File: src/shared/psr_pkg.sv
// Constants, field positions and pin bundles for the signal routing block
package psr_pkg;

   // ==========================================================
   // Register map (I/O addresses)
   localparam logic [15:0] CORE_CTRL_ADDR  = 16'hf092;
   localparam logic [15:0] TIMER_CFG_ADDR  = 16'hf834;
   localparam logic [15:0] SERIAL_CFG_ADDR = 16'hf836;

   // ==========================================================
   // Reset values
   localparam logic [7:0] TIMER_CFG_RST  = 8'h00;
   localparam logic [7:0] SERIAL_CFG_RST = 8'h00;
   localparam logic       ADDR20_GATE_RST = 1'h1;
   localparam logic       CORE_RST_RST    = 1'h0;

   // ==========================================================
   // Timer routing fields
   localparam int TMR_CLOCK_DISABLE = 7;
   localparam int TMR_SW_GATE_EN    = 6;
   localparam int TMR_GATE2_SEL     = 5;
   localparam int TMR_CLOCK2_SEL    = 4;
   localparam int TMR_GATE1_SEL     = 3;
   localparam int TMR_CLOCK1_SEL    = 2;
   localparam int TMR_GATE0_SEL     = 1;
   localparam int TMR_CLOCK0_SEL    = 0;

   // ==========================================================
   // Serial routing fields
   localparam int SER_ASYNC1_MODEM = 7;
   localparam int SER_ASYNC0_MODEM = 6;
   localparam int SER_ASYNC1_BAUD  = 1;
   localparam int SER_ASYNC0_BAUD  = 0;
   localparam logic [7:0] SER_WRITABLE = 8'hc7;

   // ==========================================================
   // Core control port fields
   localparam int CCP_CORE_RESET  = 0;
   localparam int CCP_ADDR20_GATE = 1;
   localparam int ADDR_W          = 26;
   localparam int ADDR20_BIT      = 20;

   // ==========================================================
   // Pin and interrupt configuration fields
   localparam int PIN_REFRESH_SEL = 6;
   localparam int PIN_TIMER2_SEL  = 5;
   localparam int PIN_CS5_SEL     = 4;
   localparam int P3_POWER_DOWN_OUT_SEL  = 6;
   localparam int P3_LINE1_SEL    = 1;
   localparam int P3_LINE0_SEL    = 0;
   localparam int INT_IRQ8_SEL    = 6;
   localparam int INT_IRQ9_SEL    = 5;
   localparam int CS_SHARED_W     = 5;

   // Modem inputs of one async channel
   typedef struct packed {
      logic cts_n;
      logic dsr_n;
      logic dcd_n;
      logic ri_n;
   } psr_modem_t;

   // All package pin inputs that cross into the clock domain
   typedef struct packed {
      logic [1:0] cnt_clk_pin;
      logic [1:0] cnt_gate_pin;
      logic       c2_out_pin;
      logic       c2_clk_pin;
      logic       c2_gate_pin;
      logic       ext_serial_clk;
      psr_modem_t modem0;
      psr_modem_t modem1;
      logic [1:0] p3_low_pin;
   } psr_pin_in_t;

endpackage

File: src/rtl/psr_pin_sync.sv
// Three-stage pin input synchroniser with agreement filter
`timescale 1ns/10ps
`default_nettype none

module psr_pin_sync #(
   parameter int W = 1
) (
   input  wire logic         core_clk,
   input  wire logic         rst,
   input  wire logic [W-1:0] pin,
   output logic      [W-1:0] q
);

   logic [W-1:0] s1;
   logic [W-1:0] s2;
   logic [W-1:0] s3;

   // Shift chain; the first stage feeds only the second
   always_ff @(posedge core_clk or posedge rst) begin
      if (rst) begin
         s1 <= '0;
         s2 <= '0;
         s3 <= '0;
      end else begin
         s1 <= pin;
         s2 <= s1;
         s3 <= s2;
      end
   end

   // A bit changes only once stages two and three agree
   always_ff @(posedge core_clk or posedge rst) begin
      if (rst) begin
         q <= '0;
      end else begin
         for (int i = 0; i < W; i++) begin
            if (s2[i] == s3[i]) begin
               q[i] <= s3[i];
            end
         end
      end
   end

endmodule

`default_nettype wire

File: src/rtl/psr_routing.sv
// Peripheral signal routing: configuration registers and pin multiplexers
`timescale 1ns/10ps
`default_nettype none

module psr_routing (
   input  wire logic                        core_clk,
   input  wire logic                        rst,
   // Core I/O access
   input  wire logic [15:0]                 io_addr,
   input  wire logic                        io_wr,
   input  wire logic                        io_rd,
   input  wire logic [7:0]                  io_wdata,
   output logic      [7:0]                  io_rdata,
   // Configuration held by other units
   input  wire logic [7:0]                  pin_select_config,
   input  wire logic [7:0]                  port2_pin_config,
   input  wire logic [7:0]                  port3_pin_config,
   input  wire logic [7:0]                  interrupt_routing_config,
   // Package pin inputs
   input  wire psr_pkg::psr_pin_in_t        pin_in,
   // Timer unit
   input  wire logic                        prescaled_clock,
   input  wire logic [2:0]                  counter_out,
   output logic      [2:0]                  counter_clk,
   output logic      [2:0]                  counter_gate,
   // Async serial units
   input  wire psr_pkg::psr_modem_t         async0_modem_loop,
   input  wire psr_pkg::psr_modem_t         async1_modem_loop,
   input  wire logic                        internal_serial_clock,
   input  wire logic [3:0]                  async0_status,
   input  wire logic [3:0]                  async0_enable,
   input  wire logic [3:0]                  async1_status,
   input  wire logic [3:0]                  async1_enable,
   input  wire logic                        async0_modem_ctrl,
   input  wire logic                        async1_modem_ctrl,
   output psr_pkg::psr_modem_t              async0_modem_in,
   output psr_pkg::psr_modem_t              async1_modem_in,
   output logic      [1:0]                  async_baud_clk,
   output logic                             async0_irq,
   output logic                             async1_irq,
   output logic                             master_ir3,
   output logic                             master_ir4,
   output logic      [7:4]                  ext_irq_in,
   // Sync serial unit
   input  wire logic                        sync_rx_full,
   input  wire logic                        sync_tx_empty,
   input  wire logic [1:0]                  sync_serial_control1,
   output logic                             sync_serial_irq,
   // Core side
   input  wire logic [psr_pkg::ADDR_W-1:0]  bus_addr,
   input  wire logic                        bus_core_owned,
   output logic      [psr_pkg::ADDR_W-1:0]  mem_addr,
   output logic                             core_only_reset,
   output logic                             copro_request,
   output logic                             copro_busy_n,
   output logic                             copro_error_n,
   // Pin output sources
   input  wire logic                        chip_select6_n,
   input  wire logic                        chip_select5_n,
   input  wire logic [4:0]                  chip_select_low_n,
   input  wire logic                        refresh_n,
   input  wire logic                        dma_ack0_n,
   input  wire logic [4:0]                  port2_line,
   input  wire logic [1:0]                  port3_low_line,
   input  wire logic                        port3_line6,
   input  wire logic                        power_down_out,
   // Pin outputs
   output logic                             cs6_pin,
   output logic                             cs5_pin,
   output logic      [4:0]                  port2_pin,
   output logic                             port3_line6_pin,
   output logic      [1:0]                  p3_low_pin_o,
   output logic      [1:0]                  p3_low_pin_oe,
   output logic                             c2_out_pin_o,
   output logic                             c2_out_pin_oe
);

   // ==========================================================
   // Pin synchronisation
   psr_pkg::psr_pin_in_t pin_s;

   psr_pin_sync #(
      .W($bits(psr_pkg::psr_pin_in_t))
   ) u_sync (
      .core_clk (core_clk),
      .rst      (rst),
      .pin      (pin_in),
      .q        (pin_s)
   );

   // ==========================================================
   // Registers
   logic [7:0] timer_routing_config;
   logic [7:0] serial_routing_config;
   logic       addr20_gate;
   logic       core_reset_bit;
   logic       hit_ccp;
   logic       hit_tmr;
   logic       hit_ser;

   assign hit_ccp = (io_addr == psr_pkg::CORE_CTRL_ADDR);
   assign hit_tmr = (io_addr == psr_pkg::TIMER_CFG_ADDR);
   assign hit_ser = (io_addr == psr_pkg::SERIAL_CFG_ADDR);

   // Configuration register writes; reserved serial bits stay zero
   always_ff @(posedge core_clk or posedge rst) begin
      if (rst) begin
         timer_routing_config  <= psr_pkg::TIMER_CFG_RST;
         serial_routing_config <= psr_pkg::SERIAL_CFG_RST;
      end else if (io_wr) begin
         if (hit_tmr) begin
            timer_routing_config <= io_wdata;
         end
         if (hit_ser) begin
            serial_routing_config <= io_wdata & psr_pkg::SER_WRITABLE;
         end
      end
   end

   // reset values
   // Core control port; the reset pulse is clocked, so it never races the clock
   always_ff @(posedge core_clk or posedge rst) begin
      if (rst) begin
         addr20_gate     <= psr_pkg::ADDR20_GATE_RST;
         core_reset_bit  <= psr_pkg::CORE_RST_RST;
         core_only_reset <= 1'b0;
      end else begin
         core_only_reset <= 1'b0;
         if (io_wr && hit_ccp) begin
            addr20_gate    <= io_wdata[psr_pkg::CCP_ADDR20_GATE];
            core_reset_bit <= io_wdata[psr_pkg::CCP_CORE_RESET];
            core_only_reset <= io_wdata[psr_pkg::CCP_CORE_RESET] & ~core_reset_bit;
         end
      end
   end

   // Read data; unmapped addresses and reserved bits read zero
   always_ff @(posedge core_clk or posedge rst) begin
      if (rst) begin
         io_rdata <= 8'h00;
      end else if (io_rd) begin
         if (hit_ccp) begin
            io_rdata <= {6'h00, addr20_gate, core_reset_bit};
         end else if (hit_tmr) begin
            io_rdata <= timer_routing_config;
         end else if (hit_ser) begin
            io_rdata <= serial_routing_config;
         end else begin
            io_rdata <= 8'h00;
         end
      end
   end

   // ==========================================================
   // Timer routing
   logic [2:0] clk_pin;
   logic [2:0] gate_pin;
   logic [2:0] clk_sel;
   logic [2:0] gate_sel;
   logic       timer2_pins;
   logic [2:0] next_clk;
   logic [2:0] next_gate;

   // counter 2 pins only in timer mode
   assign timer2_pins = pin_select_config[psr_pkg::PIN_TIMER2_SEL];
   // counter 0/1 pins feed timer and irq inputs together
   assign clk_pin  = {pin_s.c2_clk_pin & timer2_pins, pin_s.cnt_clk_pin};
   assign gate_pin = {pin_s.c2_gate_pin & timer2_pins, pin_s.cnt_gate_pin};
   assign clk_sel  = {timer_routing_config[psr_pkg::TMR_CLOCK2_SEL],
                      timer_routing_config[psr_pkg::TMR_CLOCK1_SEL],
                      timer_routing_config[psr_pkg::TMR_CLOCK0_SEL]};
   assign gate_sel = {timer_routing_config[psr_pkg::TMR_GATE2_SEL],
                      timer_routing_config[psr_pkg::TMR_GATE1_SEL],
                      timer_routing_config[psr_pkg::TMR_GATE0_SEL]};

   // Clock and gate selection per counter
   always_comb begin
      for (int i = 0; i < 3; i++) begin
         next_clk[i] = clk_sel[i] ? clk_pin[i] : prescaled_clock;
         if (timer_routing_config[psr_pkg::TMR_CLOCK_DISABLE]) begin
            next_clk[i] = 1'b0;
         end
         if (timer_routing_config[psr_pkg::TMR_SW_GATE_EN]) begin
            next_gate[i] = gate_sel[i];
         end else begin
            next_gate[i] = gate_sel[i] ? gate_pin[i] : 1'b1;
         end
      end
   end

   // Registered timer inputs, one cycle behind the sources
   always_ff @(posedge core_clk or posedge rst) begin
      if (rst) begin
         counter_clk  <= 3'h0;
         counter_gate <= 3'h0;
      end else begin
         counter_clk  <= next_clk;
         counter_gate <= next_gate;
      end
   end

   // ==========================================================
   // Serial routing and interrupts
   always_ff @(posedge core_clk or posedge rst) begin
      if (rst) begin
         async0_modem_in <= '0;
         async1_modem_in <= '0;
         async_baud_clk  <= 2'h0;
         async0_irq      <= 1'b0;
         async1_irq      <= 1'b0;
         sync_serial_irq <= 1'b0;
      end else begin
         async0_modem_in <= serial_routing_config[psr_pkg::SER_ASYNC0_MODEM] ?
                            async0_modem_loop : pin_s.modem0;
         async1_modem_in <= serial_routing_config[psr_pkg::SER_ASYNC1_MODEM] ?
                            async1_modem_loop : pin_s.modem1;
         async_baud_clk[0] <= serial_routing_config[psr_pkg::SER_ASYNC0_BAUD] ?
                              internal_serial_clock : pin_s.ext_serial_clk;
         async_baud_clk[1] <= serial_routing_config[psr_pkg::SER_ASYNC1_BAUD] ?
                              internal_serial_clock : pin_s.ext_serial_clk;
         async0_irq <= |(async0_status & async0_enable);
         async1_irq <= |(async1_status & async1_enable);
         // control selects receive or transmit condition
         sync_serial_irq <= (sync_rx_full & sync_serial_control1[0]) |
                            (sync_tx_empty & sync_serial_control1[1]);
      end
   end

   // ==========================================================
   // Master irq 3/4 inputs and shared external irq pins
   logic irq8_mode;
   logic irq9_mode;

   assign irq8_mode = interrupt_routing_config[psr_pkg::INT_IRQ8_SEL];
   assign irq9_mode = interrupt_routing_config[psr_pkg::INT_IRQ9_SEL];

   // Pin input reaches the irq line only when the port bit also selects it
   always_ff @(posedge core_clk or posedge rst) begin
      if (rst) begin
         master_ir3 <= 1'b0;
         master_ir4 <= 1'b0;
         ext_irq_in <= 4'h0;
      end else begin
         if (!irq8_mode || async1_modem_ctrl) begin
            master_ir3 <= async1_irq;
         end else begin
            master_ir3 <= port3_pin_config[psr_pkg::P3_LINE1_SEL] & pin_s.p3_low_pin[1];
         end
         if (!irq9_mode || async0_modem_ctrl) begin
            master_ir4 <= async0_irq;
         end else begin
            master_ir4 <= port3_pin_config[psr_pkg::P3_LINE0_SEL] & pin_s.p3_low_pin[0];
         end
         // shared unmuxed pins, in order clk0, gate0, clk1, gate1
         ext_irq_in <= {pin_s.cnt_gate_pin[1], pin_s.cnt_clk_pin[1],
                        pin_s.cnt_gate_pin[0], pin_s.cnt_clk_pin[0]};
      end
   end

   // ==========================================================
   // Address line 20 gating
   logic [psr_pkg::ADDR_W-1:0] next_addr;

   // only core cycles lose line 20
   always_comb begin
      next_addr = bus_addr;
      if (bus_core_owned && !addr20_gate) begin
         next_addr[psr_pkg::ADDR20_BIT] = 1'b0;
      end
   end

   always_ff @(posedge core_clk or posedge rst) begin
      if (rst) begin
         mem_addr <= '0;
      end else begin
         mem_addr <= next_addr;
      end
   end

   // ==========================================================
   // Pin multiplexers; each pin follows one config bit, except the port 3 low line enables, which also use the irq mode bits
   always_ff @(posedge core_clk or posedge rst) begin
      if (rst) begin
         cs6_pin         <= 1'b1;
         cs5_pin         <= 1'b1;
         port2_pin       <= 5'h00;
         port3_line6_pin <= 1'b0;
         p3_low_pin_o    <= 2'h0;
         p3_low_pin_oe   <= 2'h0;
         c2_out_pin_o    <= 1'b0;
         c2_out_pin_oe   <= 1'b0;
         copro_request   <= 1'b0;
         copro_busy_n    <= 1'b1;
         copro_error_n   <= 1'b1;
      end else begin
         cs6_pin <= pin_select_config[psr_pkg::PIN_REFRESH_SEL] ? refresh_n : chip_select6_n;
         // dma acknowledge or chip select 5
         cs5_pin <= pin_select_config[psr_pkg::PIN_CS5_SEL] ? chip_select5_n : dma_ack0_n;
         // port 2 line or chip select
         for (int i = 0; i < psr_pkg::CS_SHARED_W; i++) begin
            port2_pin[i] <= port2_pin_config[i] ? chip_select_low_n[i] : port2_line[i];
         end
         // port 3 line 6 or power-down
         port3_line6_pin <= port3_pin_config[psr_pkg::P3_POWER_DOWN_OUT_SEL] ?
                            power_down_out : port3_line6;
         // counter outputs drive only with port bit set and irq bit clear
         for (int i = 0; i < 2; i++) begin
            if (port3_pin_config[i]) begin
               p3_low_pin_o[i]  <= counter_out[i];
               p3_low_pin_oe[i] <= ~(i == 0 ? irq9_mode : irq8_mode);
            end else begin
               p3_low_pin_o[i]  <= port3_low_line[i];
               p3_low_pin_oe[i] <= 1'b1;
            end
         end
         // counter 2 group or coprocessor inputs
         c2_out_pin_o  <= counter_out[2];
         c2_out_pin_oe <= timer2_pins;
         copro_request <= ~timer2_pins & pin_s.c2_out_pin;
         copro_busy_n  <= timer2_pins | pin_s.c2_clk_pin;
         copro_error_n <= timer2_pins | pin_s.c2_gate_pin;
      end
   end
endmodule

`default_nettype wire

File: config.mk
export PLATFORM = sky130hd
export DESIGN_NAME = psr_routing
export DESIGN_NICKNAME = d
export VERILOG_FILES = /design/src/shared/psr_pkg.sv /design/src/rtl/psr_pin_sync.sv /design/src/rtl/psr_routing.sv
export SDC_FILE = /design/constraint.sdc
export NUM_CORES = 1
export LEC_CHECK = 0
export ABC_CLOCK_PERIOD_IN_PS = 6230
export BUFFER_PORTS_ARGS = -buffer_cell sky130_fd_sc_hd__buf_2
export CAP_MARGIN = 10
export CELL_PAD_IN_SITES_DETAIL_PLACEMENT = 1
export CELL_PAD_IN_SITES_GLOBAL_PLACEMENT = 1
export CORE_MARGIN = 8
export CORE_UTILIZATION = 37
export DETAILED_ROUTE_END_ITERATION = 12
export GPL_ROUTABILITY_DRIVEN = 0
export PLACE_DENSITY = 0.81
export SYNTH_ARGS = -nofsm -noshare
export SYNTH_HDL_FRONTEND = slang
export SYNTH_SLANG_ARGS = --single-unit
File: constraint.sdc
create_clock -name core_clk -period 6.23 [get_ports core_clk]
set_input_delay 1.246 -clock core_clk [delete_from_list [all_inputs] [get_ports core_clk]]
set_output_delay 1.246 -clock core_clk [all_outputs]
set_load 0.01 [all_outputs]
==> Word-level counts from Yosys, hierarchy flattened <==
Index checks and enable logic that the tools add are counted.
{ "word_totals": {"register_bits": 164, "latchBits": 0, "ram_bits": 0, "romBits": 0, "inputBits": 158, "output_inout_bits": 77, "word_cells": 140, "mem_count": 0} }
{ "classes": {"addsub": 0, "n_mul": 0, "n_div": 0, "order_cmp": 0, "n_eq_ne": 21, "n_shift": 0, "mux": 35, "bitwise_logic": 17, "reduce_logical": 11} }
{ "ops": {"columns": ["cell", "n"], "rows": [
  ["$eq 16x16->1 const B", 3],
  ["$mux 1", 30],
  ["$mux 8", 3],
  ["$eq 1x1->1", 18],
  ["$and 1x1->1", 8],
  ["$and 4x4->4", 2],
  ["$mux 4", 2],
  ["$reduce_or 4->1", 2],
  ["$not 1->1", 4],
  ["$reduce_and 2->1", 2],
  ["$logic_not 1->1", 3],
  ["$or 1x1->1", 3],
  ["$logic_and 1x1->1", 2],
  ["$logic_or 1x1->1", 2]
]} }

==> Longest topological paths before layout <==
Gate-level depths: netlist (run 1).
{ "depth": {"depth_word": 4, "depth_mapped": 4, "depth_no_buf": 4} }

==> Hierarchy <==
A second synthesis (run 1) with hierarchy kept.
{ "hier_totals": {"hier_cells": 298, "hier_area_um2": 5262.5} }
{ "by_module_without_submodules": {"columns": ["mod", "instances", "cells_per_inst", "area_per_inst_um2"], "rows": [
  ["psr_routing", 1, 207, 3254.4],
  ["psr_pin_sync", 1, 91, 2008.2]
]} }

==> Worst setup path after synthesis (run 1) <==
Ideal clock, no wire load.
{ "synth_path": {"path_kind": "in2reg", "startpoint": "in io_addr[8]", "endpoint": "reg serial_routing_config[0]", "setup_time_ns": 0.125, "arrival_ns": 2.366, "required_time_ns": 6.105, "path_slack_ns": 3.739, "cell_stages": 4, "cell_sequence": "or3_4 > nor3_4 > nand4_2 > mux2_2"} }
{ "synth_via": {"elab_chain_len": 2} }
{ "synth_lines": {"columns": ["item", "line", "rtl"], "rows": [
  ["start: declaration", "psr_routing.sv:9", "input wire logic [15:0] io_addr,"],
  ["$eq 16x16->1", "psr_routing.sv:103", "assign hit_ser = (io_addr == psr_pkg::SERIAL_CFG_ADDR);"],
  ["$reduce_and 2->1 (no source line)", null, null],
  ["end signal: assignment", "psr_routing.sv:109", "serial_routing_config <= psr_pkg::SERIAL_CFG_RST;"],
  ["end signal: assignment", "psr_routing.sv:115", "serial_routing_config <= io_wdata & psr_pkg::SER_WRITABLE;"],
  ["end: declaration", "psr_routing.sv:94", "logic [7:0] serial_routing_config;"]
]} }
No other way between the ends.
A chain may end at the register's enable or synchronous reset.

==> run metrics, run 1 <==
Total Power between 0.002 and 0.0025 W; Reg power frac 50.0%; Clk pwr share 43.3%; most common cell in the netlist dfrtp_1; initial core utilization around 38%; drt pass-1 iters 4; CTS root buffer clkbuf_16; CTS sink cnt ~160; gr ovfl total 0; critical-path cell list buf_2 -> inv_6 -> buf_4; Comb power frac 6.6%; EDFF count, synth 0; Seq/Total Area, Yosys between 70% and 80%; met1 wire length between 4 and 5 mm; port bufs between 200 and 250; Req. time, crit path ~6700 ps; critical path launch point type input port; post-CTS setup buffer count 0; Slowest Stage Delay on Critical Path around 780 ps; Net Sw Power approximately 0.0005 W; warnings from Yosys 0; DR WL/cell about 18 um; Horiz. Die Dim 135 um; DRC 0; status complete, no violations; CTS tree built; clock latency at the later pin of the worst-skew pair around 420 ps; Max Fclk roughly 0.42 GHz; number of global-route vias before repair 3886; I/O pin count 235; max-cap violations 0; Mapped Area about 5200 um2; Bufs on Longest Clock Path 2; area fraction of the dominant cell type after synthesis 76.4%; initial drt markers between 100 and 150; initial antenna violation count 0; Die ar. 18100 um2; Async SR Flop Fraction 100%; Area Growth Syn to Fin 35.7%; WL final 12.8 mm; Mean Syn Cell Area between 15 and 20 um2; Final nets 686; Post-DP HPWL around 9.8 mm; leading area contributor after synthesis dfrtp_1; CTS resizes 0; first-pass GRT wire length between 20 and 25 mm; setup total negative slack 0 ps; vias per std cell 4.52; Cell Rows 43; post-route clock period utilization 38.3%; largest net degree at the start of global routing 99; WP buf/inv 3; CP Class input port to asynchronous set/reset pin; prevailing post-synth register cell dfrtp_1; switching power share of the total a little over a fifth; power per cell area 325 nW/um2; Worst path slowest cell buf_4; uppermost layer routed met4; Register-to-Register Setup Slack 5170 ps; layout cells sized above 1 around 54%; total track usage between 10% and 20%; TritonCTS buffer count 17; DR vias about 3300; Worst Path Max Fanout 98; VDD IR max ~0.15 mV; Crit. End Element asynchronous set/reset pin; RSZ-0062 raised after global routing false; Die Span Y around 130 um; Pleak 3.49 nW; H-Tree Level Count 4; top post-synthesis cells by area dfrtp_1, mux2_2, maj3_1; antenna diode count 0; Slew Viols, Final 0; clock transition at the registers of the reported paths ~60 ps; Post-synth top cells dfrtp_1, mux2_2, maj3_1; Core ar. 13800 um2; critical path's top delay family buffers and inverters; Hold Crit Class flip-flop to flip-flop; met3 wire len between 1 and 1.5 mm; synthesis-stage register bit count approximately 160; max_slew headroom between 40 and 50%; cell count after synthesis about 300; Clock Skew 8.15 ps; routed wl met2 6.48 mm; syn_nets between 400 and 500; Arr. time, crit path roughly 2800 ps; Setup Viol. Count Final 0; ANT nets after route 0; worst-margin pin slew around 860 ps; Post-CTS Hold Fix Bufs 0; Yosys cell types 30; Tmin final between 2000 and 2500 ps; Internal approximately 0.0018 W; final hold vios 0
## worst register-to-register path, cell delays in order, from the launching register on
cell and delay (ps):
dfrtp_1 420, mux2_2 280, a22oi_1 150, o22ai_1 90
## flip-flops by register name (all words and copies together) (netlist names), 2 cells and up
| signal | count |
|---|---|
| u_sync.q | 18 |
| io_rdata | 8 |
| serial_routing_config | 5 |
| p3_low_pin_oe | 2 |
| p3_low_pin_o | 2 |
| timer_routing_config | 8 |
| async_baud_clk | 2 |
| u_sync.s3 | 18 |
| counter_gate | 3 |
| async0_modem_in | 4 |
| mem_addr | 26 |
| u_sync.s1 | 18 |
| counter_clk | 3 |
| port2_pin | 5 |
| u_sync.s2 | 18 |
| async1_modem_in | 4 |
| ext_irq_in | 4 |
## power by group through the flow
stage / sequential, W / clock (W) / combinational (W)
floorplan: 0.00118 / 0 / 0.0000482
global placement: 0.00117 / 0 / 0.000150
detailed placement: 0.00117 / 0 / 0.000158
CTS: 0.00115 / 0.00103 / 0.000158
global route: 0.00116 / 0.00106 / 0.000170
finish: 0.00115 / 0.000996 / 0.000152
## cell type report
| cell class | instances | area (um2) |
|---|---|---|
| Timing Repair Buffer | 216 | 1080 |
| Fill cell | 1435 | 6760 |
| Clock buffer | 26 | 479 |
| Inverter | 15 | 61.3 |
| Sequential cell | 164 | 4110 |
| Tap cell | 180 | 225 |
| Multi-Input combinational cell | 114 | 1030 |
| Clock inverter | 6 | 82.6 |
## cells by family (layout without fill, tap and decap cells)
kind of cell / after synthesis / after routing / share of synthesized area [%]
buffers and inverters: 19 / 263 / 1.39
DFF: 164 / 164 / 78.9
and+or+nand+nor: 29 / 29 / 3.84
AOI/OAI and AO/OA: 23 / 23 / 3.05
muxes: 44 / 44 / 9.34
adders and majority gates: 18 / 18 / 3.46
## layer usage
layer  up-vias  track usage, %
li1       1485               -
met1      1606            15.1
met2       152            24.0
met3        19            7.24
met4         0            6.18
met5         -               0
## final timing paths
check | from | endpoint | cells past startpoint
max | rst | port3_line6_pin$_DFF_PP0_ | 3
min | u_sync.s1[2]$_DFF_PP0_ | u_sync.s2[2]$_DFF_PP0_ | 0
min reg2reg | u_sync.s1[2]$_DFF_PP0_ | u_sync.s2[2]$_DFF_PP0_ | 0
max in group core_clk | io_addr[8] | serial_routing_config[2]$_DFFE_PP0P_ | 5
min in group asynchronous | rst | mem_addr[23]$_DFF_PP0_ | 2
max reg2reg | timer_routing_config[1]$_DFFE_PP0P_ | io_rdata[1]$_DFFE_PP0P_ | 3
## placed cells by master, fill, tap and decap left out, drive strengths merged, types with 2 or more instances in the layout
cell type and count:
o31ai 2, bufinv 2, nand4b 2, inv 15, dfrtp 159, mux2 37
dfstp 5, a22oi 6, a21oi 3, maj3 18, o32ai 3, nor3 2
o21ai 2, o22ai 5, clkinv 3, mux2i 7, and4b 2, nand2 8
nand3 4, buf 216, clkbuf 26, or2 2, nor2 4
## per-stage QoR
stage               util, %  hold slack [ps]  setup WS, ps  std cells  cell area [um2]
floorplan                 -              331           559        297             5210
global route           51.1              353          3500        721             7070
finish                 51.1              348          3840        721             7070
CTS                    51.1              349          3750        721             7070
detailed placement     47.1              336          3300        689             6510
global placement       47.1              331          3390        689             6510
(Power assumes the default switching activity.)
==> inputs of run 2 (changes only) <==
Settings changed: ABC_AREA set to 1, ABC_CLOCK_PERIOD_IN_PS 6230 to 2350, CORE_UTILIZATION 37 to 36, PLACE_DENSITY 0.81 to 0.8.
Clock period 6.23 ns to 2.35 ns, I/O delays scaled along.
==> run 2 against run 1 <==
Combinational power rose to 2.8 times the previous value. Area after synthesis up 3.8%. Hold slack worse by 200 ps. Total power rose to 2.8 times the previous value. Critical endpoint is now copro_busy_n. Highest routed layer unchanged.
==> run metrics, run 2 <==
initial core utilization 36.3% (-1.4 points); Worst path slowest cell dfstp_2; I/O pin count 235 (unchanged); total track usage 15.1% (+0.64 points); max-cap violations 0 (unchanged); critical path's top delay family flip-flops; Core ar. 14900 um2 (+7.9%); clock latency at the later pin of the worst-skew pair 420 ps (about the same); WL final 13.9 mm (+8.8%); post-route clock period utilization ~66%; TritonCTS buffer count 17 (unchanged); CTS root buffer clkbuf_16; cell count after synthesis 394 (+33%); RSZ-0062 raised after global routing false; layout cells sized above 1 45.7% (-7.9 points); syn_nets 552 (+21%); Setup Viol. Count Final 0 (unchanged); warnings from Yosys 0 (unchanged); Hold Slack 147 ps (-201 ps); gr ovfl total 0 (unchanged); Pleak 3.70 nW (+6.0%); CTS sink cnt 164 (unchanged); most common cell in the netlist dfrtp_1; max_slew headroom 57.1% (+14 points); status complete, no violations; VDD IR max 0.454 mV (+200%); H-Tree Level Count 4 (unchanged); Crit. End Element output pin; Slowest Stage Delay on Critical Path 520 ps (-260 ps); prevailing post-synth register cell dfrtp_1; final hold vios 0 (unchanged); synthesis-stage register bit count 164 (unchanged); initial antenna violation count 0 (unchanged); leading area contributor after synthesis dfrtp_1; top post-synthesis cells by area dfrtp_1, nand2_1, mux2_2; Area Growth Syn to Fin 35.9%; Mean Syn Cell Area 13.7 um2 (-22%); Horiz. Die Dim 139 um (+2.9%); Post-synth top cells dfrtp_1, nand2_1, inv_1; Die Span Y 139 um (+2.9%); Post-DP HPWL 10.6 mm (+8.7%); DR vias 3716 (+14%); initial drt markers 154 (+51%); critical path launch point type flip-flop; Mapped Area 5410 um2 (+3.8%); worst-margin pin slew 644 ps (-211 ps); EDFF count, synth 0 (unchanged); first-pass GRT wire length 22.7 mm (+12%); post-CTS setup buffer count 0 (unchanged); vias per std cell 4.48 (-0.92%); clock transition at the registers of the reported paths 70 ps (about the same); Arr. time, crit path 1070 ps (-1760 ps); Bufs on Longest Clock Path 2 (unchanged); Slew Viols, Final 0 (unchanged); CTS tree built; DR WL/cell 16.7 um (-5.4%); most common cell after layout, fill and taps aside buf_2; Reg with most FFs mem_addr; Final nets 786 (+15%); drt pass-1 iters 4 (unchanged); DRC 0 (unchanged); number of global-route vias before repair 4435 (+14%); Die ar. 19200 um2 (+5.9%); largest net degree at the start of global routing 112 (+13%); CP Class flip-flop to output pin; port bufs 215 (unchanged); area fraction of the dominant cell type after synthesis 73.6% (-2.8 points); most frequent cells in the layout buf_2, dfrtp_1, nand2_1, inv_1, o21ai_0; WP buf/inv 1 (-2); CTS resizes 0 (unchanged); setup total negative slack 0 ps (unchanged); Req. time, crit path 1880 ps (-4790 ps); Worst Path Max Fanout 1 (-99%); antenna diode count 0 (unchanged); Hold Crit Class input port to flip-flop; ANT nets after route 0 (unchanged); max reg flops 26 (unchanged); Async SR Flop Fraction 100% (unchanged); Fillers 1602 (+12%); Yosys cell types 27 (-10%); Seq/Total Area, Yosys 76.0% (-2.9 points); Cell Rows 45 (+4.7%); Tmin final between 1500 and 2000 ps; pre-CTS setup slack 664 ps (-2630 ps); Post-CTS Hold Fix Bufs 0 (unchanged); power per cell area 860 nW/um2 (+160%); Max Fclk ~0.65 GHz; Clock Skew 7.52 ps (-0.635 ps); critical-path cell list buf_2; Setup WS post-layout 809 ps (-3030 ps)
-- run 2: final timing paths --
| kind | from | end | slack [ps] | depth (start not counted) |
|---|---|---|---|---|
| max in group asynchronous | rst | u_sync.s3[3]$_DFF_PP0_ | 1630 | 3 |
| setup / recovery | copro_busy_n$_DFF_PP1_ | copro_busy_n | 810 | 1 |
| hold reg to reg | u_sync.s1[17]$_DFF_PP0_ | u_sync.s2[17]$_DFF_PP0_ | 350 | 0 |
| hold / removal | bus_addr[21] | mem_addr[21]$_DFF_PP0_ | 150 | 1 |
| min in group asynchronous | rst | u_sync.s2[12]$_DFF_PP0_ | 210 | 3 |
| setup reg to reg | serial_routing_config[6]$_DFFE_PP0P_ | async0_modem_in[2]$_DFF_PP0_ | 1330 | 1 |
-- run 2: cell type report --
cell class	count	area [um2]	area share [%]
clock buffer	18	439	5.97
clock inverter	14	176	2.40
inverter	35	138	1.87
multi-input combinational	193	1150	15.6
sequential	164	4110	55.9
tap	188	235	3.20
timing repair buffer	217	1100	15.0
-- run 2: kinds of logic after synthesis --
logic type	Yosys count	synth area share, %
and+or+nand+nor	121	10.3
DFF	164	76.0
AOI/OAI and AO/OA	36	3.89
adders and majority gates	18	3.33
buffers and inverters	37	2.75
muxes	18	3.75
-- run 2: through the flow --
step	cell area [um2]	cells	utilization (%)	power [W]
floorplan	5410	394	-	0.00326
detailed placement	6740	797	45.1	0.00354
global route	7350	829	49.3	0.00657
finish	7350	829	49.3	0.00633
CTS	7350	829	49.3	0.00642
global placement	6740	797	45.1	0.00351
-- run 2: report_power, final --
part / switching (W) / internal [W]
logic: 0.000226 / 0.000198
clock network: 0.00114 / 0.00171
registers: 0.0000617 / 0.00298
-- run 2: layer usage --
layer / GRT usage [%] / share of wire [%]
met3: 7.98 / 11
met1: 16.1 / 39
met2: 24.5 / 49
met5: 0 / 0
met4: 6.29 / 1.7
==> inputs of run 3 (changes only) <==
Settings changed: ABC_CLOCK_PERIOD_IN_PS 2350 to 1300, CORE_UTILIZATION 36 to 33, PLACE_DENSITY 0.8 to 0.78.
Clock period 2.35 ns to 1.3 ns, I/O delays scaled along.
==> run 3 against run 2 <==
Sequential power grew 81%. Combinational power grew 120%. Sequential cell count unchanged. Count of clock-buffer cells in the layout stayed put. Critical path depth did not move. Cell count rose by 11%. Clock power up 73%. Sequential share of layout area down 4.2 points. Cell area increased by 8.2%. Total power increased by 80%. Clock skew grew 2.2 ps. Critical path type unchanged.
==> run metrics, run 3 (synthesis results as in run 2) <==
Bufs on Longest Clock Path 2 (unchanged); Horiz. Die Dim 144 um (+3.9%); drt pass-1 iters 4 (unchanged); max reg flops 26 (unchanged); r2r endpoint async1_modem_in[1]$_DFF_PP0_; DR vias 3962 (+6.6%); Tmin final between 1000 and 1500 ps; Worst Path Max Fanout 1 (unchanged); post-route clock period utilization 99.6%; initial antenna violation count 0 (unchanged); critical path's top delay family flip-flops; Fillers 1792 (+12%); TritonCTS buffer count 17 (unchanged); worst hold path endpoint p3_low_pin_oe[1]$_DFF_PP0_; status complete, no violations; Reg with most FFs mem_addr; Setup Viol. Count Final 0 (unchanged); Placed Area 6890 um2 (+2.3%); WL final 14.8 mm (+6.4%); Final nets 843 (+7.3%); initial core utilization 33.2% (-3.0 points); CTS root buffer clkbuf_16; Worst R2R Start serial_routing_config[7]$_DFFE_PP0P_; critical path launch point type flip-flop; power per cell area 1430 nW/um2 (+66%); I/O pin count 235 (unchanged); CTS tree built; critical-path cell list buf_6; VDD IR max 0.867 mV (+91%); Req. time, crit path 1040 ps (-840 ps); Max Fclk between 0.7 and 0.8 GHz; ANT nets after route 0 (unchanged); Cells after DPL 841 (+5.5%); path depth of the worst reg2reg path 1 (unchanged); max_slew headroom 72.3% (+15 points); CTS sink cnt 164 (unchanged); final std cells w/o fill 917 (+11%); hold path depth 2 (+1); Slew Viols, Final 0 (unchanged); number of global-route vias before repair 4787 (+7.9%); Core ar. 16300 um2 (+9.2%); clock latency at the later pin of the worst-skew pair 410 ps (about the same); switching power share of the total 22.8% (+0.14 points); Worst path slowest cell dfstp_2; CP Class flip-flop to output pin; gr ovfl total 0 (unchanged); port bufs 215 (unchanged); worst-margin pin slew 415 ps (-229 ps); DR WL/cell 16.1 um (-3.8%); Register-to-Register Setup Slack 270 ps (-1060 ps); Hold Crit Class input port to flip-flop; pre-CTS setup slack -102 ps (-766 ps); final hold vios 0 (unchanged); Die Span Y 144 um (+3.9%); most frequent cells in the layout buf_2, dfrtp_1, nand2_1, dlygate4sd3_1, inv_1; Cell Rows 47 (+4.4%); largest net degree at the start of global routing 80 (-29%); Pleak 3.96 nW (+7.0%); post-CTS setup buffer count 0 (unchanged); antenna diode count 0 (unchanged); Arr. time, crit path 1040 ps (-30 ps); RSZ-0062 raised after global routing true; area of the multi-input gates 1150 um2 (unchanged); WP buf/inv 1 (unchanged); Post-DP HPWL 10.8 mm (+1.8%); Area Growth Syn to Fin 47.0%; hold path startpoint port3_pin_config[1]; max-cap violations 0 (unchanged); Slowest Stage Delay on Critical Path 530 ps (about the same); fin util 48.8% (-0.45 points); Internal 0.00877 W (+79%); Comb power frac 8.1% (+1.4 points); Clk pwr share 43.4% (-1.8 points); first-pass GRT wire length 24.2 mm (+6.2%); Crit. End Element output pin; Reg power frac 48.5% (+0.4 points); Setup WS post-layout 4.57 ps (-804 ps); Net Sw Power 0.00259 W (+81%); most common cell after layout, fill and taps aside buf_2; initial drt markers 133 (-14%); fin area 7950 um2 (+8.2%); clock transition at the registers of the reported paths 60 ps (about the same); Die ar. 20700 um2 (+8.0%); layout cells sized above 1 43.6% (-2.1 points); H-Tree Level Count 4 (unchanged); DRC 0 (unchanged); Clock Skew 9.75 ps (+2.23 ps); total track usage 15.0% (-0.031 points); storage element area 4110 um2 (unchanged); vias per std cell 4.32 (-3.6%)
run 3: power by group through the flow:
stage	combinational (W)	clock (W)	sequential, W
2_1_floorplan	0.000245	0	0.00565
3_3_place_gp	0.000777	0	0.00558
3_5_place_dp	0.000813	0	0.00560
4_1_cts	0.000934	0.00508	0.00551
5_1_grt	0.00102	0.00530	0.00554
6_report	0.000917	0.00494	0.00551
run 3: worst max-delay path by stage:
stage / start / slack (ps) / end / depth (start not counted)
after floorplan: rst / -1040 / async0_irq$_DFF_PP0_ / 1
after global placement: io_addr[6] / -50 / timer_routing_config[7]$_DFFE_PP0P_ / 9
after detailed placement: io_addr[6] / -100 / timer_routing_config[6]$_DFFE_PP0P_ / 9
after CTS: copro_error_n$_DFF_PP1_ / -20 / copro_error_n / 1
after global routing: cs5_pin$_DFF_PP1_ / -30 / cs5_pin / 1
final: cs5_pin$_DFF_PP1_ / 5 / cs5_pin / 1
run 3: timing repair:
item,CTS,global route
hold buffers,45,0
resized for setup,5,0
setup endpoints to repair,4,4
hold endpoints to repair,76,0
run 3: through the flow:
stage / hold slack, ps / total power (W) / TNS (ps)
final: 45.0 / 0.0114 / 0
after global routing: 33.6 / 0.0119 / -113
after CTS: 16.4 / 0.0115 / -51.2
after detailed placement: 336 / 0.00641 / -1090
after global placement: 331 / 0.00636 / -334
after floorplan: 291 / 0.00590 / -168130
run 3: cell type report:
class / instances / area share, %
clock buffers: 18 / 5.52
clock inverters: 13 / 1.84
inverters: 35 / 1.73
multi-input cells: 193 / 14.5
flip-flops and latches: 164 / 51.7
well taps: 220 / 3.46
repair buffers: 274 / 21.3
run 3: per-layer routing:
layer / wire (um) / vias to the layer above / track usage, %
li1: - / 1852 / -
met2: 7650 / 145 / 26.2
met5: 0 / - / 0
met1: 5470 / 1947 / 16.1
met4: 236 / 0 / 5.53
met3: 1420 / 18 / 6.11
